--- config.mk ---
export PLATFORM = sky130hd
export DESIGN_NAME = rlc_reset_level_cascade
export DESIGN_NICKNAME = d
export VERILOG_FILES = /design/src/shared/rlc_pkg.sv /design/src/logic/rlc_reset_level_cascade.sv
export SDC_FILE = /design/constraint.sdc
export NUM_CORES = 1
export LEC_CHECK = 0
export ABC_CLOCK_PERIOD_IN_PS = 2500
export BUFFER_PORTS_ARGS = -buffer_cell sky130_fd_sc_hd__buf_4
export CAP_MARGIN = 10
export CORE_ASPECT_RATIO = 0.5
export CORE_MARGIN = 2
export CORE_UTILIZATION = 47
export CTS_CLUSTER_DIAMETER = 50
export DETAILED_ROUTE_END_ITERATION = 10
export PLACE_DENSITY_LB_ADDON = 0.08
export SLEW_MARGIN = 20
export SYNTH_ARGS = -nofsm -noshare
export SYNTH_HDL_FRONTEND = slang
export SYNTH_SLANG_ARGS = --single-unit
--- constraint.sdc ---
create_clock -name sys_clk -period 2.5 [get_ports sys_clk]
set_clock_uncertainty 0.05 [all_clocks]
set_input_delay 0.125 -clock sys_clk [delete_from_list [all_inputs] [get_ports sys_clk]]
set_output_delay 0.125 -clock sys_clk [all_outputs]
set_load 0.05 [all_outputs]
--- src/shared/rlc_pkg.sv ---
// Constants and types for the reset level cascade
package rlc_pkg;
  // Sequencing clock rate and pin hold limit
  localparam int unsigned CLK_HZ = 250_000_000;
  localparam int unsigned PIN_LONG_S = 1;
  localparam int unsigned PIN_LONG_CYCLES = PIN_LONG_S * CLK_HZ;
  // Least cycles each level is held before the next one releases
  localparam int unsigned HOLD_NS = 4;
  localparam logic [3:0] HOLD_CYCLES = 4'(((HOLD_NS * 250) + 999) / 1000);
  localparam int unsigned CNT_W = 32;

  typedef enum logic [2:0] {
    RLC_RUN = 3'h4,
    RLC_POR = 3'h1,
    RLC_BOR = 3'h3,
    RLC_BOOT = 3'h2,
    RLC_SYS = 3'h6,
    RLC_CPU = 3'h5
  } rlc_state_e;
endpackage : rlc_pkg

--- src/logic/rlc_reset_level_cascade.sv ---
// Reset level cascade sequencer
`timescale 1ns/1ps
`default_nettype none

// Contract
// - Ordered levels; any level asserts all lower
// - Power-on from threshold, software, long pin
// - Power-on clears retention, re-enables pin, debug
// - Brownout from thresholds or shutdown exit
// - Brownout resets power unit, core domain
// - Boot from brownout, software, clock fail, short pin
// - Boot runs config, resets core, clocks, pins
// - Boot power-cycles static RAM
// - System from boot, bootloader, watchdog, software, debug
// - System spares real-time clock and oscillator loop
// - System release enters run state
// - Processor-only reset leaves peripherals alone
// - Processor-only raised by software or debug only
module rlc_reset_level_cascade #(
  parameter int unsigned PIN_LONG_CYC = rlc_pkg::PIN_LONG_CYCLES
) (
  input wire logic sys_clk,
  input wire logic rst_n,
  input wire logic porThreshold,
  input wire logic borThreshold,
  input wire logic shutdownExit,
  input wire logic extResetPin_n,
  input wire logic swPorReq,
  input wire logic swBootReq,
  input wire logic clockFail,
  input wire logic bootloaderEvent,
  input wire logic watchdogExpire,
  input wire logic swSysReq,
  input wire logic debugSysReq,
  input wire logic swCpuReq,
  input wire logic debugCpuReq,
  output logic porLevel,
  output logic brownoutLevel,
  output logic bootResetLevel,
  output logic systemResetLevel,
  output logic processorOnlyReset,
  output logic retainedMemClear,
  output logic pinFuncEnable,
  output logic debugPortEnable,
  output logic bootConfigRun,
  output logic sramPowerOff,
  output logic runState
);
  localparam int NSRC = 14;

  typedef struct packed {
    logic [NSRC-1:0] syncA;
    logic [NSRC-1:0] syncB;
    rlc_pkg::rlc_state_e state;
    logic [3:0] hold;
    logic [rlc_pkg::CNT_W-1:0] pinCnt;
    logic pinLow;
    logic longSeen;
    logic porReq;
    logic bootReq;
    logic sysReq;
    logic cpuReq;
    logic [10:0] outs;
  } rlc_reg_s;

  rlc_reg_s stReg;
  rlc_reg_s stNext;
  logic [NSRC-1:0] rawIn;
  logic [NSRC-1:0] sIn;

  assign rawIn = {debugCpuReq, swCpuReq, debugSysReq, swSysReq,
                  watchdogExpire, bootloaderEvent, clockFail, swBootReq,
                  swPorReq, ~extResetPin_n, shutdownExit, borThreshold,
                  porThreshold, 1'b0};
  assign sIn = stReg.syncB;

  always_comb begin
    logic pinRelease;
    logic pinLongNow;
    logic [10:0] o;
    pinRelease = 1'b0;
    pinLongNow = 1'b0;
    o = '0;
    stNext = stReg;
    // Two flops on every asynchronous request
    stNext.syncA = rawIn;
    stNext.syncB = stReg.syncA;
    stNext.pinLow = sIn[4];
    pinRelease = stReg.pinLow & ~sIn[4];
    // Saturating low-time counter decides long or short press
    if (sIn[4]) begin
      if (stReg.pinCnt < rlc_pkg::CNT_W'(PIN_LONG_CYC)) begin
        stNext.pinCnt = stReg.pinCnt + 1'b1;
      end
    end else begin
      stNext.pinCnt = '0;
    end
    pinLongNow = sIn[4] && !stReg.longSeen &&
                 (stReg.pinCnt >= rlc_pkg::CNT_W'(PIN_LONG_CYC));
    if (pinLongNow) begin
      stNext.longSeen = 1'b1;
    end else if (!sIn[4]) begin
      stNext.longSeen = 1'b0;
    end
    // Requests latch so a busy cascade does not lose them
    stNext.porReq = stReg.porReq | sIn[1] | sIn[5] | pinLongNow;
    stNext.bootReq = stReg.bootReq | sIn[6] | sIn[7] |
                     (pinRelease & ~stReg.longSeen);
    stNext.sysReq = stReg.sysReq | (|sIn[11:8]);
    stNext.cpuReq = stReg.cpuReq | sIn[13] | sIn[12];
    if (stReg.hold != 4'h0) begin
      stNext.hold = stReg.hold - 4'h1;
    end
    // Higher source wins: jump into the cascade at the highest level
    if (stNext.porReq) begin
      stNext.state = rlc_pkg::RLC_POR;
      stNext.porReq = 1'b0;
      stNext.hold = rlc_pkg::HOLD_CYCLES;
    end else if (sIn[2] | sIn[3]) begin
      // Brownout on the brownout threshold or shutdown exit
      if (stReg.state != rlc_pkg::RLC_POR) begin
        stNext.state = rlc_pkg::RLC_BOR;
        stNext.hold = rlc_pkg::HOLD_CYCLES;
      end
    end else if (stReg.hold == 4'h0) begin
      case (stReg.state)
        rlc_pkg::RLC_POR: begin
          stNext.state = rlc_pkg::RLC_BOR;
          stNext.hold = rlc_pkg::HOLD_CYCLES;
        end
        rlc_pkg::RLC_BOR: begin
          stNext.state = rlc_pkg::RLC_BOOT;
          stNext.hold = rlc_pkg::HOLD_CYCLES;
        end
        rlc_pkg::RLC_BOOT: begin
          stNext.state = rlc_pkg::RLC_SYS;
          stNext.hold = rlc_pkg::HOLD_CYCLES;
        end
        rlc_pkg::RLC_SYS: begin
          stNext.state = rlc_pkg::RLC_RUN;
          stNext.cpuReq = 1'b0;
        end
        rlc_pkg::RLC_CPU: begin
          stNext.state = rlc_pkg::RLC_RUN;
        end
        rlc_pkg::RLC_RUN: begin
          if (stReg.bootReq) begin
            stNext.state = rlc_pkg::RLC_BOOT;
            stNext.bootReq = 1'b0;
            stNext.hold = rlc_pkg::HOLD_CYCLES;
          end else if (stReg.sysReq) begin
            stNext.state = rlc_pkg::RLC_SYS;
            stNext.sysReq = 1'b0;
            stNext.hold = rlc_pkg::HOLD_CYCLES;
          end else if (stReg.cpuReq) begin
            stNext.state = rlc_pkg::RLC_CPU;
            stNext.cpuReq = 1'b0;
            stNext.hold = rlc_pkg::HOLD_CYCLES;
          end
        end
        default: begin
          stNext.state = rlc_pkg::RLC_POR;
        end
      endcase
    end
    // Cascade entered covers any pending lower request
    if (stNext.state inside {rlc_pkg::RLC_POR, rlc_pkg::RLC_BOR,
                             rlc_pkg::RLC_BOOT}) begin
      stNext.bootReq = 1'b0;
      stNext.sysReq = 1'b0;
    end
    // Each level implies every lower one
    o[0] = stNext.state == rlc_pkg::RLC_POR;
    o[1] = o[0] | (stNext.state == rlc_pkg::RLC_BOR);
    o[2] = o[1] | (stNext.state == rlc_pkg::RLC_BOOT);
    o[3] = o[2] | (stNext.state == rlc_pkg::RLC_SYS);
    o[4] = o[3] | (stNext.state == rlc_pkg::RLC_CPU);
    o[5] = o[0];
    o[6] = stReg.outs[6] | o[0];
    o[7] = stReg.outs[7] | o[0];
    o[8] = stNext.state == rlc_pkg::RLC_BOOT;
    o[9] = o[2];
    o[10] = stNext.state == rlc_pkg::RLC_RUN;
    stNext.outs = o;
  end

  always_ff @(posedge sys_clk or negedge rst_n) begin
    if (!rst_n) begin
      stReg <= '{state: rlc_pkg::RLC_POR, hold: 4'h1,
                 outs: 11'h2FF, default: '0};
    end else begin
      stReg <= stNext;
    end
  end

  assign porLevel = stReg.outs[0];
  assign brownoutLevel = stReg.outs[1];
  assign bootResetLevel = stReg.outs[2];
  assign systemResetLevel = stReg.outs[3];
  assign processorOnlyReset = stReg.outs[4];
  assign retainedMemClear = stReg.outs[5];
  assign pinFuncEnable = stReg.outs[6];
  assign debugPortEnable = stReg.outs[7];
  assign bootConfigRun = stReg.outs[8];
  assign sramPowerOff = stReg.outs[9];
  assign runState = stReg.outs[10];
endmodule : rlc_reset_level_cascade

`default_nettype wire

==> results of run 1 <==
-- kinds of logic after synthesis --
logic type	Yosys count	share of synthesized area, %
multiplexers	4	1.11
adder cells (fa/ha/maj)	3	1.04
flip-flops	79	55.2
AND/OR/NAND/NOR	148	24.3
AO/OA/AOI/OAI	83	14.9
buffers and inverters	29	3.47
-- cells in the final DEF, fill, tap and decap left out, drive strengths merged, types with 3 or more instances in the layout --
| master | Yosys | layout |
|---|---|---|
| clkinv | 1 | 5 |
| and3 | 6 | 6 |
| inv | 11 | 11 |
| clkbuf | 10 | 11 |
| or4 | 4 | 4 |
| or3 | 18 | 18 |
| buf | 7 | 33 |
| nand3b | 3 | 3 |
| nand2b | 6 | 6 |
| o21ai | 25 | 25 |
| nand2 | 23 | 23 |
| dfstp | 9 | 9 |
| o21a | 6 | 6 |
| nor2 | 11 | 11 |
| nor3 | 9 | 9 |
| ha | 3 | 3 |
| dlygate4sd3 | 0 | 14 |
| o31ai | 6 | 6 |
| a21oi | 24 | 24 |
| nor3b | 8 | 8 |
| mux2i | 4 | 4 |
| nand4 | 15 | 15 |
| and2 | 7 | 7 |
| dfrtp | 70 | 70 |
| o22ai | 4 | 4 |
| nor4 | 10 | 10 |
| nand3 | 18 | 18 |
-- final timing paths --
path / startpoint / to
worst max register to register: stReg[50] / stReg[12]
min in group asynchronous: rst_n / stNext[67]
worst max-delay path: stReg[50] / stReg[12]
max in group asynchronous: rst_n / stReg[34]
worst min-delay path: stNext[61] / sIn[5]
worst min register to register: stNext[61] / sIn[5]
-- flip-flops by register name, summed over array words and instances (netlist names) --
name,flops
bootConfigRun,1
stNext,13
debugPortEnable,1
retainedMemClear,1
stReg,44
processorOnlyReset,1
pinFuncEnable,1
brownoutLevel,1
runState,1
systemResetLevel,1
sIn,13
sramPowerOff,1
-- timing repair --
item,4_1_cts,5_1_grt
hold endpoints to repair,83,0
hold buffers,14,0
gates resized for setup,0,4
setup endpoints to repair,0,13
-- final cells by class --
| class | instances | area [um^2] | area share (%) |
|---|---|---|---|
| flip-flops and latches | 79 | 1990 | 45.9 |
| clock buffers | 11 | 243 | 5.61 |
| multi-input cells | 238 | 1510 | 34.9 |
| repair buffers | 47 | 388 | 8.96 |
| inverters | 12 | 45.0 | 1.04 |
| clock inverters | 5 | 35.0 | 0.809 |
| well taps | 96 | 120 | 2.78 |
-- worst max-delay path, stage by stage, from the launching register on --
cell	delay [ps]
dfrtp_1	370
inv_1	70
ha_1	190
or3b_2	530
a211oi_1	280
a22o_1	340
a21boi_1	150
nor3b_1	210
-- layer usage --
metal	vias to the layer above	global-route usage (%)	wire length, um
met2	69	33.4	3580
met1	1369	24.7	3450
met3	8	6.39	346
met4	0	6.87	63
met5	-	0	0
li1	1369	-	-
-- through the flow --
stage / instances / total power, mW / setup WS (ps) / area (um^2) / hold slack, ps
CTS: 488 / 2.71 / 140 / 4310 / 301
global route: 488 / 2.79 / 2.86 / 4330 / 308
global placement: 458 / 1.47 / 232 / 3890 / 185
finish: 488 / 2.69 / 205 / 4330 / 298
detailed placement: 458 / 1.47 / 180 / 3890 / 185
floorplan: 346 / 1.41 / 441 / 3600 / -221
-- power breakdown --
group	switching [mW]	internal, mW	total [mW]	leakage (nW)
clock	0.523	0.699	1.22	0.135
combinational	0.0839	0.0561	0.140	0.645
sequential	0.0153	1.31	1.33	1.00
total	0.622	2.07	2.69	1.78
==> impl_results.md, run 1 <==
* Leak at around 1.8 nW
* Clk pin slew, worst setup/hold paths at 60 ps
* CP Launch Type: register
* Final Max Tran Viols at 0
* Final worst path period need at roughly 2300 ps
* Critical Path RT at between 2000 and 3000 ps
* Synth warnings at 0
* Post-synth EDFFs at 0
* Pwr per Cell Area at between 600 and 700 nW/um^2
* Die Area at approximately 8400 um^2
* Average cell area after synthesis at ~10 um^2
* CTS Buf Count at 9
* Yosys cell types at 53
* Top cell type's share of synthesized area at about half
* Hold Crit Depth at 0
* Final net count at about 400
* Port Buffers at 25
* Vias post-DR at roughly 2800
* Hold Violations, Final at 0
* Drt initial violations at between 200 and 250
* Final setup viols at 0
* # fillers at between 600 and 700
* RSZ-0062 raised after global routing: false
* Peak VDD IR at roughly 0.33 mV
* Cell taking the most area after synthesis: dfrtp_1
* Yosys reg bits at between 70 and 80
* Num rows at 22
* Antenna violations before repair at 0
* Cell area after synthesis at ~3600 um^2
* Relative slew margins at a little over a third
* Clk Latency, worst-skew pair at 340 ps
* Top-count cell post-synth: dfrtp_1
* Synthesized instance count at 346
* Largest net degree at the start of global routing at 80
* Antenna fix cells at 0
* MaxCap Viol Count at 0
* Worst Path Arrival at roughly 2500 ps
* Initial core utilization at 48.8%
* Ports at 26
* Gp weighted congestion at 0.887
* Util after Layout at 58.7%
* Core area at approximately 7400 um^2
* Critical Path Sink Type: register
* Reg2reg path depth at 7
* Routed Antenna Nets at 0
* Post-synth ARST share at 100%
* Syn nets at about 360
* Global-route wire length before repair at between 10 and 15 mm
* GRT Total Usage at between 10% and 20%
* Vert. Die Dim at ~66 um
* Setup Crit Path Kind: register to register
* Fmax at approximately 440 MHz
* Area grow syn2layout at 20.2%
* Postcts setup bufs at 0
* Root Driver: clkbuf_16
* DRC errors left at 0
* HP Class: register to register
* Tightest Pin Transition at about 960 ps
* Post-synth top cells: dfrtp_1 (70), a21oi_1 (24), o21ai_0 (23)
* Post-DP HPWL at between 4 and 5 mm
* CTS tree: built
* Part of the cycle the worst path needs at roughly nine tenths
* Final TNS setup at 0 ps
* Vias in the first global route at between 2000 and 3000
* Status: finished clean
* Post-DR vias/cell at between 5 and 6
* Synth area leaders: dfrtp_1 (49%), dfstp_2 (6.6%), a21oi_1 (3.3%), o21ai_0 (3.2%), or3_1 (3.0%)
* Total Wirelength at 7.44 mm
* WL/cell at ~15 um
* Fraction of layout cells with a size suffix above 1 at a little under a fifth
* Deepest clock path buffer count at 2
* Prevailing post-synth register cell: dfrtp_1
* Sequential share of the synthesized area at a little under three fifths
* # clock sinks at 79
* Router iterations before antenna repair at 4
* Worst Path Max Fanout at 7
* Worst R2R Setup Slack at between 200 and 250 ps
* GRT overflow at 0
* H-Tree Depth at 3
* Die W at between 100 and 150 um
No activity file was read; power rests on OpenSTA's default activity.
==> run 2: changes to the inputs <==
- CORE_MARGIN: 2 -> unset
- SLEW_MARGIN: 20 -> unset
==> impl_results.md, run 2 (same netlist as run 1, synthesis figures left out) <==
* Reg2reg path depth at 8 (+1)
* Critical Path Sink Type: register
* HP Class: register to register
* Peak VDD IR at 0.359 mV (+9.3%)
* Hold Crit Depth at 0 (unchanged)
* Root Driver: clkbuf_16
* Gp weighted congestion at 0.827 (-6.8%)
* Drt initial violations at 229 (+7.0%)
* Hold Violations, Final at 0 (unchanged)
* Post-DP HPWL at 4.88 mm (+1.9%)
* Vert. Die Dim at 63.9 um (-3.0%)
* Most frequent cells in the layout: dfrtp_1 (70), buf_4 (33), a21oi_1 (24), o21ai_0 (23), nand2_1 (22)
* Final worst path period need at 2310 ps (+18.1 ps)
* Total Wirelength at 7.57 mm (+1.7%)
* Status: finished clean
* Crit path launch: stReg[50]
* Initial core utilization at 48.8% (unchanged)
* Antenna violations before repair at 0 (unchanged)
* Largest net degree at the start of global routing at 80 (unchanged)
* Vias in the first global route at 2790 (+0.036%)
* WL/cell at 15.5 um (+1.7%)
* Setup Crit Path Kind: register to register
* GRT Total Usage at 21.3% (+1.4 points)
* Clk pin slew, worst setup/hold paths at 60 ps (about the same)
* H-Tree Depth at 3 (unchanged)
* # clock sinks at 79 (unchanged)
* Final net count at 405 (unchanged)
* Part of the cycle the worst path needs at 92.5% (+0.72 points)
* Fraction of layout cells with a size suffix above 1 at 17.6% (-0.51 points)
* Core area at 7380 um^2 (unchanged)
* Hold_sp: stNext[63]
* # fillers at 644 (+6.1%)
* Die Area at 8040 um^2 (-4.6%)
* Final TNS setup at 0 ps (unchanged)
* Antenna fix cells at 0 (unchanged)
* Post-DR vias/cell at 5.83 (+1.0%)
* MaxCap Viol Count at 0 (unchanged)
* Pwr per Cell Area at 642 nW/um^2 (+3.3%)
* RSZ-0062 raised after global routing: false
* Num rows at 22 (unchanged)
* Router iterations before antenna repair at 5 (+1)
* Worst R2R Start: stReg[50]
* Worst Path Max Fanout at 6 (-1)
* Routed Antenna Nets at 0 (unchanged)
* Tightest Pin Transition at 963 ps (+4.74 ps)
* Vias post-DR at 2844 (+1.0%)
* Final Max Tran Viols at 0 (unchanged)
* Ports at 26 (unchanged)
* Worst r2r dst: runState
* Most common cell after layout, fill and taps aside: dfrtp_1
* Critical Path RT at 2680 ps (-20 ps)
* Worst Path Arrival at 2490 ps (about the same)
* Fmax at 432 MHz (-0.78%)
* Most flops, register: stReg
* GRT overflow at 0 (unchanged)
* Worst Hold Slack at 297 ps (-1.34 ps)
* Worst R2R Setup Slack at 190 ps (-20 ps)
* Hold EP: sIn[7]
* DRC errors left at 0 (unchanged)
* Die W at 126 um (-1.6%)
* Clk Latency, worst-skew pair at 340 ps (about the same)
* Final setup viols at 0 (unchanged)
* Global-route wire length before repair at 13.1 mm (+0.58%)
* Deepest clock path buffer count at 2 (unchanged)
* Max reg flops at 44 (unchanged)
* CTS tree: built
* CTS Buf Count at 9 (unchanged)
* Area grow syn2layout at 20.4%
* CP Launch Type: register
* Port Buffers at 25 (unchanged)
* Leak at 1.78 nW (about the same)
* Relative slew margins at 35.8% (-0.32 points)
==> run 2: per-layer routing <==
metal | up-vias | GRT usage, % | wire (um)
li1 | 1364 | - | -
met1 | 1404 | 26.1 | 3410
met2 | 67 | 35.6 | 3720
met3 | 9 | 7.45 | 370
met4 | 0 | 6.63 | 68
met5 | - | 0 | 0
==> run 2: timing repair <==
action / in CTS / in global routing
endpoints found under the setup margin: 0 / 1
endpoints found under the hold margin: 83 / 0
hold buffers: 14 / 0
setup buffers: 0 / 0
resized for setup: 0 / 1
==> run 2: per-stage QoR <==
step                util, %  worst slack, ps  power, mW  instance area (um^2)  instances
detailed placement     52.8              183       1.47                  3890        458
global placement       52.8              246       1.47                  3890        458
finish                 58.8              187       2.78                  4340        488
floorplan                 -              441       1.41                  3600        346
CTS                    58.7              170       2.80                  4330        488
global route           58.8             11.3       2.88                  4340        488
==> run 2: layout make-up <==
class | count | area (um^2) | area share (%)
well taps | 96 | 120 | 2.77
multi-input cells | 238 | 1500 | 34.5
flip-flops and latches | 79 | 1990 | 45.9
repair buffers | 47 | 388 | 8.95
clock inverters | 6 | 67.6 | 1.56
inverters | 12 | 45.0 | 1.04
clock buffers | 10 | 229 | 5.28
==> run 2: worst max path at each step <==
| stage | endpoint | cells after the start | slack [ps] |
|---|---|---|---|
| 2_1_floorplan | runState | 7 | 440 |
| 6_report | runState | 8 | 190 |
| 5_1_grt | stReg[36] | 5 | 10 |
| 3_5_place_dp | stReg[13] | 7 | 180 |
| 4_1_cts | sramPowerOff | 7 | 170 |
| 3_3_place_gp | stReg[11] | 5 | 250 |
==> run 2: report_power, final <==
group	switching (mW)	internal, mW	total, mW
sequential	0.0173	1.31	1.33
clock	0.538	0.779	1.32
combinational	0.0829	0.0559	0.139
total	0.638	2.14	2.78
==> run 2: worst max-delay path: stages (launching register included) <==
cell and delay (ps):
dfrtp_1 370, inv_1 70, ha_1 190, nor3b_1 530
o21ai_0 210, a32oi_1 350, buf_4 200, nor2_1 40
and3_1 200
